--- src/pkg/timer2_pkg.sv ---
`default_nettype none
package timer2_pkg;

  localparam int ADDR_W = 8;
  localparam int TIMER_W = 16;

  localparam logic [7:0] OFS_TIMER2_CONTROL = 8'hc8;
  localparam logic [7:0] OFS_IO_AND_TIMER_OPTIONS = 8'hf8;
  localparam logic [7:0] OFS_TIMER01_COUNT = 8'h00;
  localparam logic [7:0] OFS_TIMER01_CONTROL = 8'h04;
  localparam logic [7:0] OFS_TIMER2_COUNT = 8'h08;
  localparam logic [7:0] OFS_TIMER2_RELOAD = 8'h0c;
  localparam logic [7:0] OFS_IRQ_STATUS = 8'h10;
  localparam logic [7:0] OFS_IRQ_MASK = 8'h14;

  // timer 0/1 control fields
  localparam int T01_RUN0_BIT = 0;
  localparam int T01_RUN1_BIT = 1;
  localparam int T01_FLAG1_BIT = 2;

  // interrupt status / mask layout
  localparam int IRQ_W = 4;
  localparam int IRQ_T2_OVF_BIT = 0;
  localparam int IRQ_T2_EXT_BIT = 1;
  localparam int IRQ_T1_OVF_BIT = 2;
  localparam int IRQ_WDOG_BIT = 3;

  // prescaler divisors, cycles of core_clk
  localparam logic [3:0] PRESCALE_INTERNAL = 4'hc;
  localparam logic [3:0] PRESCALE_BAUD = 4'h2;

  localparam logic [1:0] SERIAL_MODE1 = 2'h1;
  localparam logic [1:0] SERIAL_MODE3 = 2'h3;

  typedef struct packed {
    logic timer2_overflow_flag;
    logic timer2_external_edge_flag;
    logic serial_rx_clock_from_timer2;
    logic serial_tx_clock_from_timer2;
    logic timer2_external_enable;
    logic timer2_run;
    logic timer2_count_source_select;
    logic timer2_capture_reload_select;
  } t2_control_t;

  typedef struct packed {
    logic watchdog_mode_enable;
    logic cascade_32bit_enable;
  } io_options_t;

  localparam t2_control_t T2_CONTROL_RST = 8'h00;
  localparam io_options_t IO_OPTIONS_RST = 2'h0;
  localparam logic [2:0] T01_CONTROL_RST = 3'h0;
  localparam logic [IRQ_W-1:0] IRQ_RST = 4'h0;

  typedef enum logic [1:0] {
    APB_IDLE = 2'b01,
    APB_ACK = 2'b10
  } apb_state_t;

endpackage
`default_nettype wire

--- src/logic/timer2_control_and_cascade.sv ---
// Summary of operation
// count source bit 0 counts oscillator/12, or oscillator/2 as baud generator.
// count source bit 1 counts falling edges on the external count pin.
// timer 2 counts while run is 1; while 0 it stops counting, but an external edge in auto-reload mode still reloads it.
// external control pin ignored unless external enable is 1.
// falling edge on external control pin with enable sets external flag.
// external flag requests timer-2 interrupt; only software clears it.
// carry in auto-reload or capture mode sets the overflow flag.
// overflow flag requests timer-2 interrupt; only software clears it.
// cascade bit chains timers 0 and 1 into one 32-bit counter.
// carry of the 32-bit chain sets the timer-1 overflow flag.
// watchdog mode plus timer-1 flag set resets the CPU to address 0.
// timer-1 flag set on carry, cleared automatically when serviced.
// capture/reload bit picks capture or auto reload unless serial clocking.
// either serial clock bit makes the carry clock serial modes 1 and 3.
`timescale 1ns/100ps
`default_nettype none
module timer2_control_and_cascade #(
  parameter int CNT_W = timer2_pkg::TIMER_W
) (
  input wire logic core_clk,
  input wire logic rst_b,
  input wire logic psel,
  input wire logic penable,
  input wire logic pwrite,
  input wire logic [timer2_pkg::ADDR_W-1:0] paddr,
  input wire logic [31:0] pwdata,
  output logic [31:0] prdata,
  output logic pready,
  output logic pslverr,
  input wire logic timer2_count_pin,
  input wire logic timer2_external_control_pin,
  input wire logic [1:0] serial_mode,
  input wire logic timer1_irq_ack,
  output logic timer2_irq,
  output logic timer1_irq,
  output logic cpu_reset,
  output logic serial_tx_clk,
  output logic serial_rx_clk,
  output logic irq
);
  timer2_pkg::apb_state_t state_q;
  timer2_pkg::t2_control_t ctl_q;
  timer2_pkg::io_options_t opt_q;
  logic [2:0] t01_ctl_q;
  logic [2*CNT_W-1:0] t01_cnt_q;
  logic [CNT_W-1:0] t2_cnt_q;
  logic [CNT_W-1:0] t2_reload_q;
  logic [timer2_pkg::IRQ_W-1:0] status_q;
  logic [timer2_pkg::IRQ_W-1:0] status_d;
  logic [timer2_pkg::IRQ_W-1:0] mask_q;
  logic [3:0] div_q;
  logic [31:0] rdata_d;
  logic addr_ok;
  logic done;
  logic wr_go;
  logic rd_go;
  logic [1:0] pin_fall;
  logic cnt_fall;
  logic ext_fall;
  logic tick12;
  logic tick2;
  logic baud;
  logic capture_mode;
  logic reload_mode;
  logic t2_tick;
  logic t2_step;
  logic t2_carry;
  logic ext_evt;
  logic ovf_set;
  logic t0_step;
  logic t0_carry;
  logic t1_step;
  logic t1_carry;
  logic wdog_evt;
  logic serial_carry_mode;
  logic ctl_wr;
  logic opt_wr;
  logic t01c_wr;
  logic t01_wr;
  logic t2_cnt_wr;
  logic t2_rl_wr;
  logic mask_wr;
  logic ovf_d;
  logic ext_d;
  logic tf1_d;

  pin_sync #(
    .W(2)
  ) u_pin_sync (
    .core_clk(core_clk),
    .rst_b(rst_b),
    .pin({timer2_external_control_pin, timer2_count_pin}),
    .level(),
    .fall(pin_fall)
  );

  assign cnt_fall = pin_fall[0];
  assign ext_fall = pin_fall[1];

  // apb slave: one wait state, answer registered
  assign done = psel & penable & pready;
  assign wr_go = done & pwrite;
  assign rd_go = done & ~pwrite;
  assign ctl_wr = wr_go && paddr == timer2_pkg::OFS_TIMER2_CONTROL;
  assign opt_wr = wr_go && paddr == timer2_pkg::OFS_IO_AND_TIMER_OPTIONS;
  assign t01_wr = wr_go && paddr == timer2_pkg::OFS_TIMER01_COUNT;
  assign t01c_wr = wr_go && paddr == timer2_pkg::OFS_TIMER01_CONTROL;
  assign t2_cnt_wr = wr_go && paddr == timer2_pkg::OFS_TIMER2_COUNT;
  assign t2_rl_wr = wr_go && paddr == timer2_pkg::OFS_TIMER2_RELOAD;
  assign mask_wr = wr_go && paddr == timer2_pkg::OFS_IRQ_MASK;

  always_comb begin
    rdata_d = 32'h0;
    addr_ok = 1'b1;
    unique case (paddr)
      timer2_pkg::OFS_TIMER2_CONTROL: rdata_d[7:0] = ctl_q;
      timer2_pkg::OFS_IO_AND_TIMER_OPTIONS: rdata_d[7:6] = opt_q;
      timer2_pkg::OFS_TIMER01_COUNT: rdata_d[2*CNT_W-1:0] = t01_cnt_q;
      timer2_pkg::OFS_TIMER01_CONTROL: rdata_d[2:0] = t01_ctl_q;
      timer2_pkg::OFS_TIMER2_COUNT: rdata_d[CNT_W-1:0] = t2_cnt_q;
      timer2_pkg::OFS_TIMER2_RELOAD: rdata_d[CNT_W-1:0] = t2_reload_q;
      timer2_pkg::OFS_IRQ_STATUS: rdata_d[timer2_pkg::IRQ_W-1:0] = status_q;
      timer2_pkg::OFS_IRQ_MASK: rdata_d[timer2_pkg::IRQ_W-1:0] = mask_q;
      default: addr_ok = 1'b0;
    endcase
  end

  always_ff @(posedge core_clk or negedge rst_b) begin
    if (!rst_b) begin
      state_q <= timer2_pkg::APB_IDLE;
      pready <= 1'b0;
      pslverr <= 1'b0;
      prdata <= 32'h0;
    end else begin
      unique case (state_q)
        timer2_pkg::APB_IDLE: begin
          if (psel && penable) begin
            state_q <= timer2_pkg::APB_ACK;
            pready <= 1'b1;
            pslverr <= ~addr_ok;
            prdata <= pwrite ? 32'h0 : rdata_d;
          end
        end
        timer2_pkg::APB_ACK: begin
          state_q <= timer2_pkg::APB_IDLE;
          pready <= 1'b0;
          pslverr <= 1'b0;
          prdata <= 32'h0;
        end
      endcase
    end
  end

  // shared prescaler; the /2 tick falls inside the /12 cycle
  always_ff @(posedge core_clk or negedge rst_b) begin
    if (!rst_b) begin
      div_q <= 4'h0;
    end else if (div_q == timer2_pkg::PRESCALE_INTERNAL - 4'h1) begin
      div_q <= 4'h0;
    end else begin
      div_q <= div_q + 4'h1;
    end
  end

  assign tick12 = div_q == timer2_pkg::PRESCALE_INTERNAL - 4'h1;
  assign tick2 = (div_q % timer2_pkg::PRESCALE_BAUD) == timer2_pkg::PRESCALE_BAUD - 4'h1;

  // mode select
  assign baud = ctl_q.serial_rx_clock_from_timer2 | ctl_q.serial_tx_clock_from_timer2;
  assign capture_mode = ~baud & ctl_q.timer2_capture_reload_select;
  assign reload_mode = ~baud & ~ctl_q.timer2_capture_reload_select;

  // count source
  assign t2_tick = ctl_q.timer2_count_source_select ? cnt_fall : (baud ? tick2 : tick12);
  // run gating
  assign t2_step = ctl_q.timer2_run & t2_tick;
  assign t2_carry = t2_step && t2_cnt_q == {CNT_W{1'b1}};
  // external pin only while enabled
  assign ext_evt = ctl_q.timer2_external_enable & ext_fall;
  // no overflow flag in baud generator mode
  assign ovf_set = t2_carry & ~baud;

  always_ff @(posedge core_clk or negedge rst_b) begin
    if (!rst_b) begin
      t2_cnt_q <= {CNT_W{1'b0}};
    end else if (t2_cnt_wr) begin
      t2_cnt_q <= pwdata[CNT_W-1:0];
    end else if (t2_carry) begin
      t2_cnt_q <= capture_mode ? {CNT_W{1'b0}} : t2_reload_q;
    end else if (t2_step) begin
      t2_cnt_q <= t2_cnt_q + {{(CNT_W-1){1'b0}}, 1'b1};
    end else if (ext_evt && reload_mode) begin
      t2_cnt_q <= t2_reload_q;
    end
  end

  // capture on external edge
  always_ff @(posedge core_clk or negedge rst_b) begin
    if (!rst_b) begin
      t2_reload_q <= {CNT_W{1'b0}};
    end else if (t2_rl_wr) begin
      t2_reload_q <= pwdata[CNT_W-1:0];
    end else if (ext_evt && capture_mode) begin
      t2_reload_q <= t2_cnt_q;
    end
  end

  // flags: hardware set beats a software clear
  always_comb begin
    ovf_d = ctl_wr ? pwdata[7] : ctl_q.timer2_overflow_flag;
    ext_d = ctl_wr ? pwdata[6] : ctl_q.timer2_external_edge_flag;
    ovf_d = ovf_d | ovf_set;
    ext_d = ext_d | ext_evt;
  end

  always_ff @(posedge core_clk or negedge rst_b) begin
    if (!rst_b) begin
      ctl_q <= timer2_pkg::T2_CONTROL_RST;
    end else begin
      if (ctl_wr) begin
        ctl_q[5:0] <= pwdata[5:0];
      end
      ctl_q.timer2_overflow_flag <= ovf_d;
      ctl_q.timer2_external_edge_flag <= ext_d;
    end
  end

  always_ff @(posedge core_clk or negedge rst_b) begin
    if (!rst_b) begin
      opt_q <= timer2_pkg::IO_OPTIONS_RST;
    end else if (opt_wr) begin
      opt_q <= pwdata[7:6];
    end
  end

  // baud ticks only for serial modes that take the timer carry
  assign serial_carry_mode = serial_mode == timer2_pkg::SERIAL_MODE1
                             || serial_mode == timer2_pkg::SERIAL_MODE3;

  always_ff @(posedge core_clk or negedge rst_b) begin
    if (!rst_b) begin
      serial_tx_clk <= 1'b0;
      serial_rx_clk <= 1'b0;
    end else begin
      serial_tx_clk <= t2_carry & ctl_q.serial_tx_clock_from_timer2 & serial_carry_mode;
      serial_rx_clk <= t2_carry & ctl_q.serial_rx_clock_from_timer2 & serial_carry_mode;
    end
  end

  // timers 0 and 1; in cascade timer 1 runs off timer 0's carry
  assign t0_step = tick12 & t01_ctl_q[timer2_pkg::T01_RUN0_BIT];
  assign t0_carry = t0_step && t01_cnt_q[CNT_W-1:0] == {CNT_W{1'b1}};
  assign t1_step = opt_q.cascade_32bit_enable ? t0_carry
                   : (tick12 & t01_ctl_q[timer2_pkg::T01_RUN1_BIT]);
  // in cascade this is the 32-bit carry
  assign t1_carry = t1_step && t01_cnt_q[2*CNT_W-1:CNT_W] == {CNT_W{1'b1}};
  // watchdog hit
  assign wdog_evt = t1_carry & opt_q.watchdog_mode_enable;

  always_ff @(posedge core_clk or negedge rst_b) begin
    if (!rst_b) begin
      t01_cnt_q <= {(2*CNT_W){1'b0}};
    end else if (t01_wr) begin
      t01_cnt_q <= pwdata[2*CNT_W-1:0];
    end else begin
      if (t0_step) begin
        t01_cnt_q[CNT_W-1:0] <= t01_cnt_q[CNT_W-1:0] + {{(CNT_W-1){1'b0}}, 1'b1};
      end
      if (t1_step) begin
        t01_cnt_q[2*CNT_W-1:CNT_W] <= t01_cnt_q[2*CNT_W-1:CNT_W]
                                      + {{(CNT_W-1){1'b0}}, 1'b1};
      end
    end
  end

  // set on carry wins over service and software clear
  always_comb begin
    tf1_d = t01_ctl_q[timer2_pkg::T01_FLAG1_BIT];
    if (t01c_wr) begin
      tf1_d = pwdata[timer2_pkg::T01_FLAG1_BIT];
    end
    if (timer1_irq_ack) begin
      tf1_d = 1'b0;
    end
    tf1_d = tf1_d | t1_carry;
  end

  always_ff @(posedge core_clk or negedge rst_b) begin
    if (!rst_b) begin
      t01_ctl_q <= timer2_pkg::T01_CONTROL_RST;
    end else begin
      if (t01c_wr) begin
        t01_ctl_q[timer2_pkg::T01_RUN1_BIT:0] <= pwdata[timer2_pkg::T01_RUN1_BIT:0];
      end
      t01_ctl_q[timer2_pkg::T01_FLAG1_BIT] <= tf1_d;
    end
  end

  // one-cycle cpu reset request
  always_ff @(posedge core_clk or negedge rst_b) begin
    if (!rst_b) begin
      cpu_reset <= 1'b0;
    end else begin
      cpu_reset <= wdog_evt;
    end
  end

  // sticky status, read clears; an event in the clearing cycle survives
  always_comb begin
    status_d = status_q;
    if (rd_go && paddr == timer2_pkg::OFS_IRQ_STATUS) begin
      status_d = {timer2_pkg::IRQ_W{1'b0}};
    end
    status_d[timer2_pkg::IRQ_T2_OVF_BIT] = status_d[timer2_pkg::IRQ_T2_OVF_BIT] | ovf_set;
    status_d[timer2_pkg::IRQ_T2_EXT_BIT] = status_d[timer2_pkg::IRQ_T2_EXT_BIT] | ext_evt;
    status_d[timer2_pkg::IRQ_T1_OVF_BIT] = status_d[timer2_pkg::IRQ_T1_OVF_BIT] | t1_carry;
    status_d[timer2_pkg::IRQ_WDOG_BIT] = status_d[timer2_pkg::IRQ_WDOG_BIT] | wdog_evt;
  end

  always_ff @(posedge core_clk or negedge rst_b) begin
    if (!rst_b) begin
      status_q <= timer2_pkg::IRQ_RST;
      mask_q <= timer2_pkg::IRQ_RST;
      irq <= 1'b0;
    end else begin
      status_q <= status_d;
      if (mask_wr) begin
        mask_q <= pwdata[timer2_pkg::IRQ_W-1:0];
      end
      irq <= |(status_d & (mask_wr ? pwdata[timer2_pkg::IRQ_W-1:0] : mask_q));
    end
  end

  // request follows the flags
  always_ff @(posedge core_clk or negedge rst_b) begin
    if (!rst_b) begin
      timer2_irq <= 1'b0;
      timer1_irq <= 1'b0;
    end else begin
      timer2_irq <= ovf_d | ext_d;
      timer1_irq <= tf1_d;
    end
  end

  internal_div_a: assert property (@(posedge core_clk) disable iff (!rst_b)
    (ctl_q.timer2_run && !ctl_q.timer2_count_source_select && !baud && !tick12
     && !t2_cnt_wr && !ext_evt) |=> $stable(t2_cnt_q))
    else $error("timer 2 moved without a divide-by-12 tick");

  ext_source_a: assert property (@(posedge core_clk) disable iff (!rst_b)
    (ctl_q.timer2_count_source_select && ctl_q.timer2_run && cnt_fall && !t2_carry
     && !t2_cnt_wr) |=> t2_cnt_q == $past(t2_cnt_q) + 16'h1)
    else $error("external count edge not counted");

  run_hold_a: assert property (@(posedge core_clk) disable iff (!rst_b)
    (!ctl_q.timer2_run && !t2_cnt_wr && !ext_evt) |=> $stable(t2_cnt_q))
    else $error("timer 2 counted while stopped");

  ext_ignored_a: assert property (@(posedge core_clk) disable iff (!rst_b)
    (!ctl_q.timer2_external_enable && !ctl_q.timer2_external_edge_flag && !ctl_wr)
    |=> !ctl_q.timer2_external_edge_flag)
    else $error("external flag set while disabled");

  ext_flag_set_a: assert property (@(posedge core_clk) disable iff (!rst_b)
    (ctl_q.timer2_external_enable && ext_fall) |=> ctl_q.timer2_external_edge_flag
    ##1 timer2_irq)
    else $error("external edge did not raise flag and request");

  overflow_set_a: assert property (@(posedge core_clk) disable iff (!rst_b)
    (t2_carry && !baud) |=> ctl_q.timer2_overflow_flag && timer2_irq)
    else $error("timer 2 carry did not set overflow flag");

  cascade_carry_a: assert property (@(posedge core_clk) disable iff (!rst_b)
    (opt_q.cascade_32bit_enable && t0_step && !t01_wr
     && t01_cnt_q == {(2*CNT_W){1'b1}}) |=> t01_ctl_q[timer2_pkg::T01_FLAG1_BIT]
     && t01_cnt_q == {(2*CNT_W){1'b0}})
    else $error("32-bit carry did not set timer 1 flag");

  watchdog_reset_a: assert property (@(posedge core_clk) disable iff (!rst_b)
    (opt_q.watchdog_mode_enable && t1_carry) |=> cpu_reset ##1 !cpu_reset)
    else $error("watchdog did not pulse cpu reset");

  flag1_service_a: assert property (@(posedge core_clk) disable iff (!rst_b)
    (timer1_irq_ack && !t1_carry) |=> !t01_ctl_q[timer2_pkg::T01_FLAG1_BIT] ##1 !timer1_irq)
    else $error("timer 1 flag not cleared by service");

  capture_take_a: assert property (@(posedge core_clk) disable iff (!rst_b)
    (ext_evt && capture_mode && !t2_rl_wr) |=> t2_reload_q == $past(t2_cnt_q))
    else $error("capture did not latch the count");

  baud_tick_a: assert property (@(posedge core_clk) disable iff (!rst_b)
    (t2_carry && ctl_q.serial_tx_clock_from_timer2 && serial_carry_mode)
    |=> serial_tx_clk && (ctl_q.timer2_overflow_flag == $past(ctl_q.timer2_overflow_flag)
    || $past(ctl_wr)))
    else $error("baud carry did not clock the transmitter");

endmodule
`default_nettype wire

--- src/logic/pin_sync.sv ---
`timescale 1ns/100ps
`default_nettype none
module pin_sync #(
  parameter int W = 2
) (
  input wire logic core_clk,
  input wire logic rst_b,
  input wire logic [W-1:0] pin,
  output logic [W-1:0] level,
  output logic [W-1:0] fall
);
  // per pin: two-flop synchroniser, then a third flop for edge detection
  genvar i;
  generate
    for (i = 0; i < W; i++) begin : g_pin
      logic meta_q;
      logic sync_q;
      logic prev_q;
      always_ff @(posedge core_clk or negedge rst_b) begin
        if (!rst_b) begin
          meta_q <= 1'b1;
          sync_q <= 1'b1;
          prev_q <= 1'b1;
        end else begin
          meta_q <= pin[i];
          sync_q <= meta_q;
          prev_q <= sync_q;
        end
      end
      assign level[i] = sync_q;
      assign fall[i] = prev_q & ~sync_q;
    end
  endgenerate
endmodule
`default_nettype wire

--- config.mk ---
export PLATFORM = sky130hd
export DESIGN_NAME = timer2_control_and_cascade
export DESIGN_NICKNAME = d
export VERILOG_FILES = /design/src/pkg/timer2_pkg.sv /design/src/logic/timer2_control_and_cascade.sv /design/src/logic/pin_sync.sv
export SDC_FILE = /design/constraint.sdc
export NUM_CORES = 1
export LEC_CHECK = 0
export ABC_AREA = 1
export BUFFER_PORTS_ARGS = -buffer_cell sky130_fd_sc_hd__buf_2
export CORE_ASPECT_RATIO = 1.5
export CORE_MARGIN = 5
export CORE_UTILIZATION = 30
export CTS_BUF_LIST = sky130_fd_sc_hd__clkbuf_16
export DETAILED_ROUTE_END_ITERATION = 6
export GPL_ROUTABILITY_DRIVEN = 0
export PLACE_DENSITY_LB_ADDON = 0.2
export REMOVE_ABC_BUFFERS = 1
export SETUP_SLACK_MARGIN = 0.1
export SYNTH_ARGS = -nofsm -noshare
export SYNTH_HDL_FRONTEND = slang
export SYNTH_SLANG_ARGS = --single-unit
--- constraint.sdc ---
create_clock -name core_clk -period 4.6 [get_ports core_clk]
set_clock_uncertainty 0.1 [all_clocks]
set_input_delay 0.23 -clock core_clk [delete_from_list [all_inputs] [get_ports core_clk]]
set_output_delay 0.23 -clock core_clk [all_outputs]
set_load 0.005 [all_outputs]
==> impl_results.md, run 1 <==
* Fillers at 2759
* Sw Ratio at 30.4%
* Initial antenna violation count at 0
* CTS H-Tree Depth at 4
* Crit path buf inv count at 0
* Worst EP required at 4.82 ns
* Design Power at 3.21 mW
* First-pass GRT wire length at 40400 um
* # rows at 71
* Mapped Cells at 1028
* DRC viols at 0
* Fmax at 0.342 GHz
* Commonest non-fill, non-tap cell in the layout: nand2_1
* Largest fanout on the critical path at 30
* Io pins at 90
* Initial Util at 30.5%
* DR vias at 7226
* Most frequent cell on the critical path: nand3_1
* Post-Route WL at 25500 um
* Comb power frac at 16.1%
* Netlist cell types at 43
* Synth Register Bits at 135
* Register share of total power at 40.6%
* Slew @ Worst Pin at 1.12 ns
* HP Class: in -> reg
* Die area at a little under 0.03 sq mm
* Commonest non-fill, non-tap cells in the layout: nand2_1, dfrtp_1, inv_1
* Vias in the first global route at 7261
* Skew-Pair Late Insertion Delay at 0.43 ns
* Worst setup path class: reg -> reg
* Max-Cap Viols at 0
* Max-slew violation count at 0
* Final instance area at 0.00918 sq mm
* Run status: completed
* Fin crit period at between 2 and 3 ns
* Resized cells post-CTS at 0
* Net Sw Power at between 0.9 and 1 mW
* Post-route setup TNS at 0 ns
* All-Layer GR Usage at a little under a fifth
* Area growth syn-to-layout at 19.3%
* DR iter-0 viols at 472
* Largest net degree at the start of global routing at 99
* Vias per cell at 4.92
* Post-DP HPWL at 18900 um
* Die width at between 100 and 150 um
* Placed inst area at 0.00842 sq mm
* Final Util at a little over a third
* Clk root buf: clkbuf_16
* Final setup fails at 0
* DR WL/cell at 17.4 um
* Worst IR Drop VDD at 225 uV
* Max_slew headroom at around a quarter
* Clk pwr share at 43.4%
* Seq/Total Area, Yosys at 44.0%
* DRT antenna net count at 0
* Number of inserted diodes at 0
* Cell Chain, Critical Path: ha_1, nand3_1, nor2_1, nand2_1, o211ai_2, nand3_1, and2_1
* Critical path's largest stage delay at 0.91 ns
* Seq. cell area at 0.00339 sq mm
* RSZ-0062 raised after global routing: no
* Met2 GRT Util at between 30% and 40%
* Delay-heaviest family, CP: simple AND/OR/NAND/NOR gates
* Tcrit/Tclk final at 63.5%
* Clock sinks at 135
* Core area at roughly 0.025 sq mm
* Leakage power figure at about 4.6 nW
* Multi-input combinational cell area at 0.00368 sq mm
* Syn Area/Cell at 7.49 sq um
* Nets@finish at about 1200
* Remaining global-route overflow at 0
* CTS tree: yes
* Worst Path Arrival at between 3 and 4 ns
* Clock Path Buffers at 2
* Yosys Warn Count at 0
* Die height at 206 um
* Layout cell share with drive strength beyond 1 at 14.6%
* CTS Buf Count at 17
* IO Port Bufs at 88
* Met3 usage at between 3 and 4%
* Cell Pwr Density at 350 mW/mm^2
* Met1 usage at 20.4%
* DR pass1 iterations at 5
* GRT busiest layer: met2
* Synthesized area at slightly below 0.008 sq mm
* Clock Pin Slew Worst Setup and Hold Paths at 0.06 ns
* Hold Vio Cnt, Final at 0
* Slowest CP cell: o211ai_2
* Endpoint class of the critical path: register
* Pint at around 2.2 mW
* CP Launch Type: register
cells by family after synthesis:
family	share of synthesized area, %
fa+ha+maj	0.650
flops	44.0
compound gates	13.9
buf+inv	8.13
xor+xnor	3.07
simple gates	30.2
area by class of cell:
| class | instances | area share (%) |
|---|---|---|
| Multi-Input combinational cell | 741 | 40.1 |
| Sequential cell | 135 | 36.9 |
| Timing Repair Buffer | 109 | 7.05 |
| Inverter | 124 | 5.10 |
| Clock buffer | 17 | 4.63 |
| Tap cell | 328 | 4.47 |
| Clock inverter | 15 | 1.76 |
cell usage after synthesis (all sizes together):
cell | count | area share (%)
o22ai | 8 | 0.91
a21oi | 27 | 1.8
nor3 | 14 | 1.0
o221ai | 23 | 3.3
clkbuf | 9 | 0.46
a31oi | 2 | 0.16
nand4 | 22 | 1.9
nor2 | 76 | 4.0
nand3 | 92 | 6.0
buf | 19 | 1.6
dfstp | 7 | 2.4
o21bai | 1 | 0.098
xor2 | 23 | 2.6
o211ai | 14 | 1.4
nand2 | 334 | 17
o31ai | 1 | 0.16
dfrtp | 128 | 42
nor3b | 1 | 0.098
and2 | 1 | 0.081
nor4 | 2 | 0.36
o21ai | 92 | 6.0
ha | 4 | 0.65
inv | 124 | 6.1
xnor2 | 4 | 0.46
path summary, 6_finish.rpt:
check                                      startpoint                         end  slack, ns  depth (start not counted)
max                                          div_q[0]               t01_cnt_q[30]       1.68                          7
min                                        pwdata[28]               t01_cnt_q[28]       0.02                          5
max reg2reg                                  div_q[0]               t01_cnt_q[30]       1.68                          7
min reg2reg                u_pin_sync.g_pin[0].meta_q  u_pin_sync.g_pin[0].sync_q       0.26                          0
max in group asynchronous                       rst_b  u_pin_sync.g_pin[0].sync_q       3.02                          3
min in group asynchronous                       rst_b                     pslverr       0.33                          2
per-layer routing:
layer,up-vias,part of all wire (%)
met5,-,0
met4,0,3.1
met3,45,3.8
met2,177,53
met1,3436,40
li1,3568,-
power groups by stage:
stage          sequential (mW)  combinational [mW]  clock (mW)
6_report                  1.30               0.516        1.39
5_1_grt                   1.31               0.583        1.47
4_1_cts                   1.30               0.523        1.42
3_5_place_dp              1.32               0.511           0
3_3_place_gp              1.32               0.505           0
2_1_floorplan             1.31               0.318           0
stage by stage:
step | setup WS [ns] | hold WS, ns | cells
2_1_floorplan | 2.40 | -0.166 | 1000
3_3_place_gp | 1.72 | 0.241 | 1420
3_5_place_dp | 1.65 | 0.244 | 1420
4_1_cts | 1.66 | 0.00212 | 1469
5_1_grt | 1.42 | 0.0238 | 1469
6_report | 1.68 | 0.0181 | 1469
what timing repair did:
action	4_1_cts	5_1_grt
hold buffers	17	0
buffers inserted	0	0
endpoints found under the setup margin	0	0
endpoints found under the hold margin	115	0
flip-flops by register name, summed over array words and instances (netlist names), 2 cells and up:
| name | cells |
|---|---|
| u_pin_sync.g_pin.prev_q | 2 |
| ctl_q | 8 |
| t01_ctl_q | 2 |
| mask_q | 4 |
| status_q | 4 |
| t2_cnt_q | 16 |
| t2_reload_q | 16 |
| u_pin_sync.g_pin.sync_q | 2 |
| div_q | 4 |
| opt_q | 2 |
| u_pin_sync.g_pin.meta_q | 2 |
| t01_cnt_q | 32 |
| prdata | 32 |
worst register-to-register path: stages (launching register included):
cell	delay (ns)
dfrtp_1	0.37
ha_1	0.20
nand3_1	0.27
nor2_1	0.43
nand2_1	0.16
o211ai_2	0.91
nand3_1	0.16
and2_1	0.22
(Power assumes the default switching activity.)
==> inputs of run 2 (changes only) <==
Clock period 4.6 ns to 2.8 ns, I/O delays scaled along.
==> run 2 against run 1 <==
Cell count rose by 3.0%. Total power rose by 78%. Critical path type unchanged. Maximum frequency increased by 21%. Cell area rose by 5.6%. Largest power group unchanged. Critical path depth increased by 1. Register-to-register slack worse by 1.3 ns. Sequential share of layout area decreased by 1.9 points. Worst setup slack got worse by 1.3 ns. Worst hold slack gained 0.0083 ns. Core utilization up 2.0 points.
==> impl_results.md, run 2 (synthesis gave the netlist of run 1 again) <==
* Run status: completed
* IO Port Bufs at 88
* Vias per cell at 4.92
* Multi-input combinational cell area at 0.00368 sq mm
* Post-route setup TNS at 0 ns
* HP Class: in -> reg
* CTS tree: yes
* # rows at 71
* DR iter-0 viols at approximately 520
* DR WL/cell at roughly 17 um
* Worst EP required at approximately 3.1 ns
* Post-DP HPWL at 19700 um
* Top flop regs: prdata (32), t01_cnt_q (32)
* Worst IR Drop VDD at 386 uV
* DRT antenna net count at 0
* Design Power at 5.72 mW
* Tcrit/Tclk final at between 80% and 90%
* Fillers at ~2700
* Area growth syn-to-layout at 26.0%
* DR vias at 7451
* Placed inst area at 0.00866 sq mm
* Die height at 206 um
* Worst Path Arrival at 2.69 ns
* Leakage power figure at between 4 and 5 nW
* Nets@finish at between 1000 and 1500
* Fmax at just over 0.4 GHz
* Initial antenna violation count at 0
* Clk root buf: clkbuf_16
* Post-Route WL at 26200 um
* DR pass1 iterations at 5
* Final instance area at 0.00969 sq mm
* DRC viols at 0
* Die area at 0.0290 sq mm
* First-pass GRT wire length at 41300 um
* All-Layer GR Usage at 18.4%
* Worst Hold Path EP: opt_q[1]
* Clock sinks at 135
* Final setup fails at 0
* Initial Util at a little under a third
* Vias in the first global route at between 7000 and 8000
* Die width at 141 um
* Number of inserted diodes at 0
* Hold Crit Start: pwdata[7]
* Commonest non-fill, non-tap cell in the layout: nand2_1
* Hold path depth at 3
* Reg2reg setup slack at ~0.38 ns
* CP Launch Type: register
* Core area at 0.0252 sq mm
* Clock Path Buffers at 2
* Io pins at 90
* Worst setup path class: reg -> reg
* Layout cell share with drive strength beyond 1 at 16.4%
* Largest net degree at the start of global routing at 66
* Clock Pin Slew Worst Setup and Hold Paths at 0.06 ns
* Hold Vio Cnt, Final at 0
* Length in cells of the worst reg-to-reg path at 8
* Fin crit period at approximately 2.4 ns
* Crit Reg-Reg Endpoint: timer1_irq
* Max_slew headroom at 53.4%
* Skew-Pair Late Insertion Delay at 0.43 ns
* Max-Cap Viols at 0
* CTS Buf Count at 17
* Postcts setup bufs at 0
* Endpoint class of the critical path: register
* Worst reg2reg startpoint: t01_cnt_q[0]
* Max-slew violation count at 0
* Remaining global-route overflow at 0
* Cell Pwr Density at 590 mW/mm^2
* Commonest non-fill, non-tap cells in the layout: nand2_1, dfrtp_1, inv_1
* RSZ-0062 raised after global routing: no
* Largest fanout on the critical path at 5
* Seq. cell area at 0.00339 sq mm
* CTS H-Tree Depth at 4
* Slew @ Worst Pin at just under 0.7 ns
run 2: cell count changes in the layout (fill, tap and decap cells not counted), moves of 2 or more:
cell / before / now
buf_4: 4 / 28
buf_12: 0 / 3
clkinvlp_4: 4 / 2
clkinv_2: 5 / 1
inv_1: 116 / 118
bufinv_16: 3 / 7
dlygate4sd3_1: 17 / 34
run 2: area by class of cell:
cell class / instances / area share [%]
multi-input cells: 741 / 38.0
flip-flops and latches: 135 / 34.9
repair buffers: 153 / 10.9
inverters: 124 / 4.83
clock buffers: 17 / 4.39
well taps: 328 / 4.23
clock inverters: 15 / 2.67
run 2: through the flow:
| step | setup slack [ns] | hold WS [ns] | utilization (%) | std cells |
|---|---|---|---|---|
| after CTS | 0.260 | 0.00711 | 38.4 | 1513 |
| after global routing | 0.167 | 0.0392 | 38.4 | 1513 |
| after global placement | 0.497 | 0.0956 | 34.3 | 1447 |
| after detailed placement | 0.448 | 0.0920 | 34.3 | 1447 |
| after floorplan | 0.601 | -0.256 | - | 1000 |
| final | 0.377 | 0.0264 | 38.4 | 1513 |
run 2: worst max-delay path by stage:
| stage | from | endpoint | slack (ns) |
|---|---|---|---|
| final | t01_cnt_q[0] | timer1_irq | 0.38 |
| after detailed placement | div_q[0] | t2_cnt_q[11] | 0.45 |
| after global routing | t01_cnt_q[0] | timer1_irq | 0.17 |
| after global placement | u_pin_sync.g_pin[0].prev_q | t2_cnt_q[11] | 0.50 |
| after CTS | t01_cnt_q[0] | timer1_irq | 0.26 |
| after floorplan | div_q[0] | t01_cnt_q[30] | 0.60 |
run 2: per-layer routing:
metal / track usage [%] / wire length, um
met2: 34.5 / 14000
met4: 7.65 / 777
met1: 20.5 / 10300
met3: 3.03 / 1090
met5: 0 / 0
run 2: timing repair:
action / in CTS / in global routing
endpoints found under the hold margin: 97 / 0
hold buffers: 34 / 0
gates resized for setup: 0 / 1
setup endpoints to repair: 0 / 1
run 2: power breakdown:
group | internal [mW] | total [mW] | switching [mW] | leakage [nW]
clock network | 1.75 | 2.65 | 0.900 | 0.333
logic | 0.301 | 0.930 | 0.629 | 2.85
registers | 2.04 | 2.14 | 0.0983 | 1.68
run 2: worst max-delay path, stage by stage, from the launching register on:
cell           delay (ns)
dfrtp_1              0.42
ha_1                 0.20
nand3_1              0.15
nor2_2               0.20
nand3_1              0.15
o21ai_1              0.30
nand2_1              0.16
o21ai_0              0.10
dlygate4sd3_1        0.56
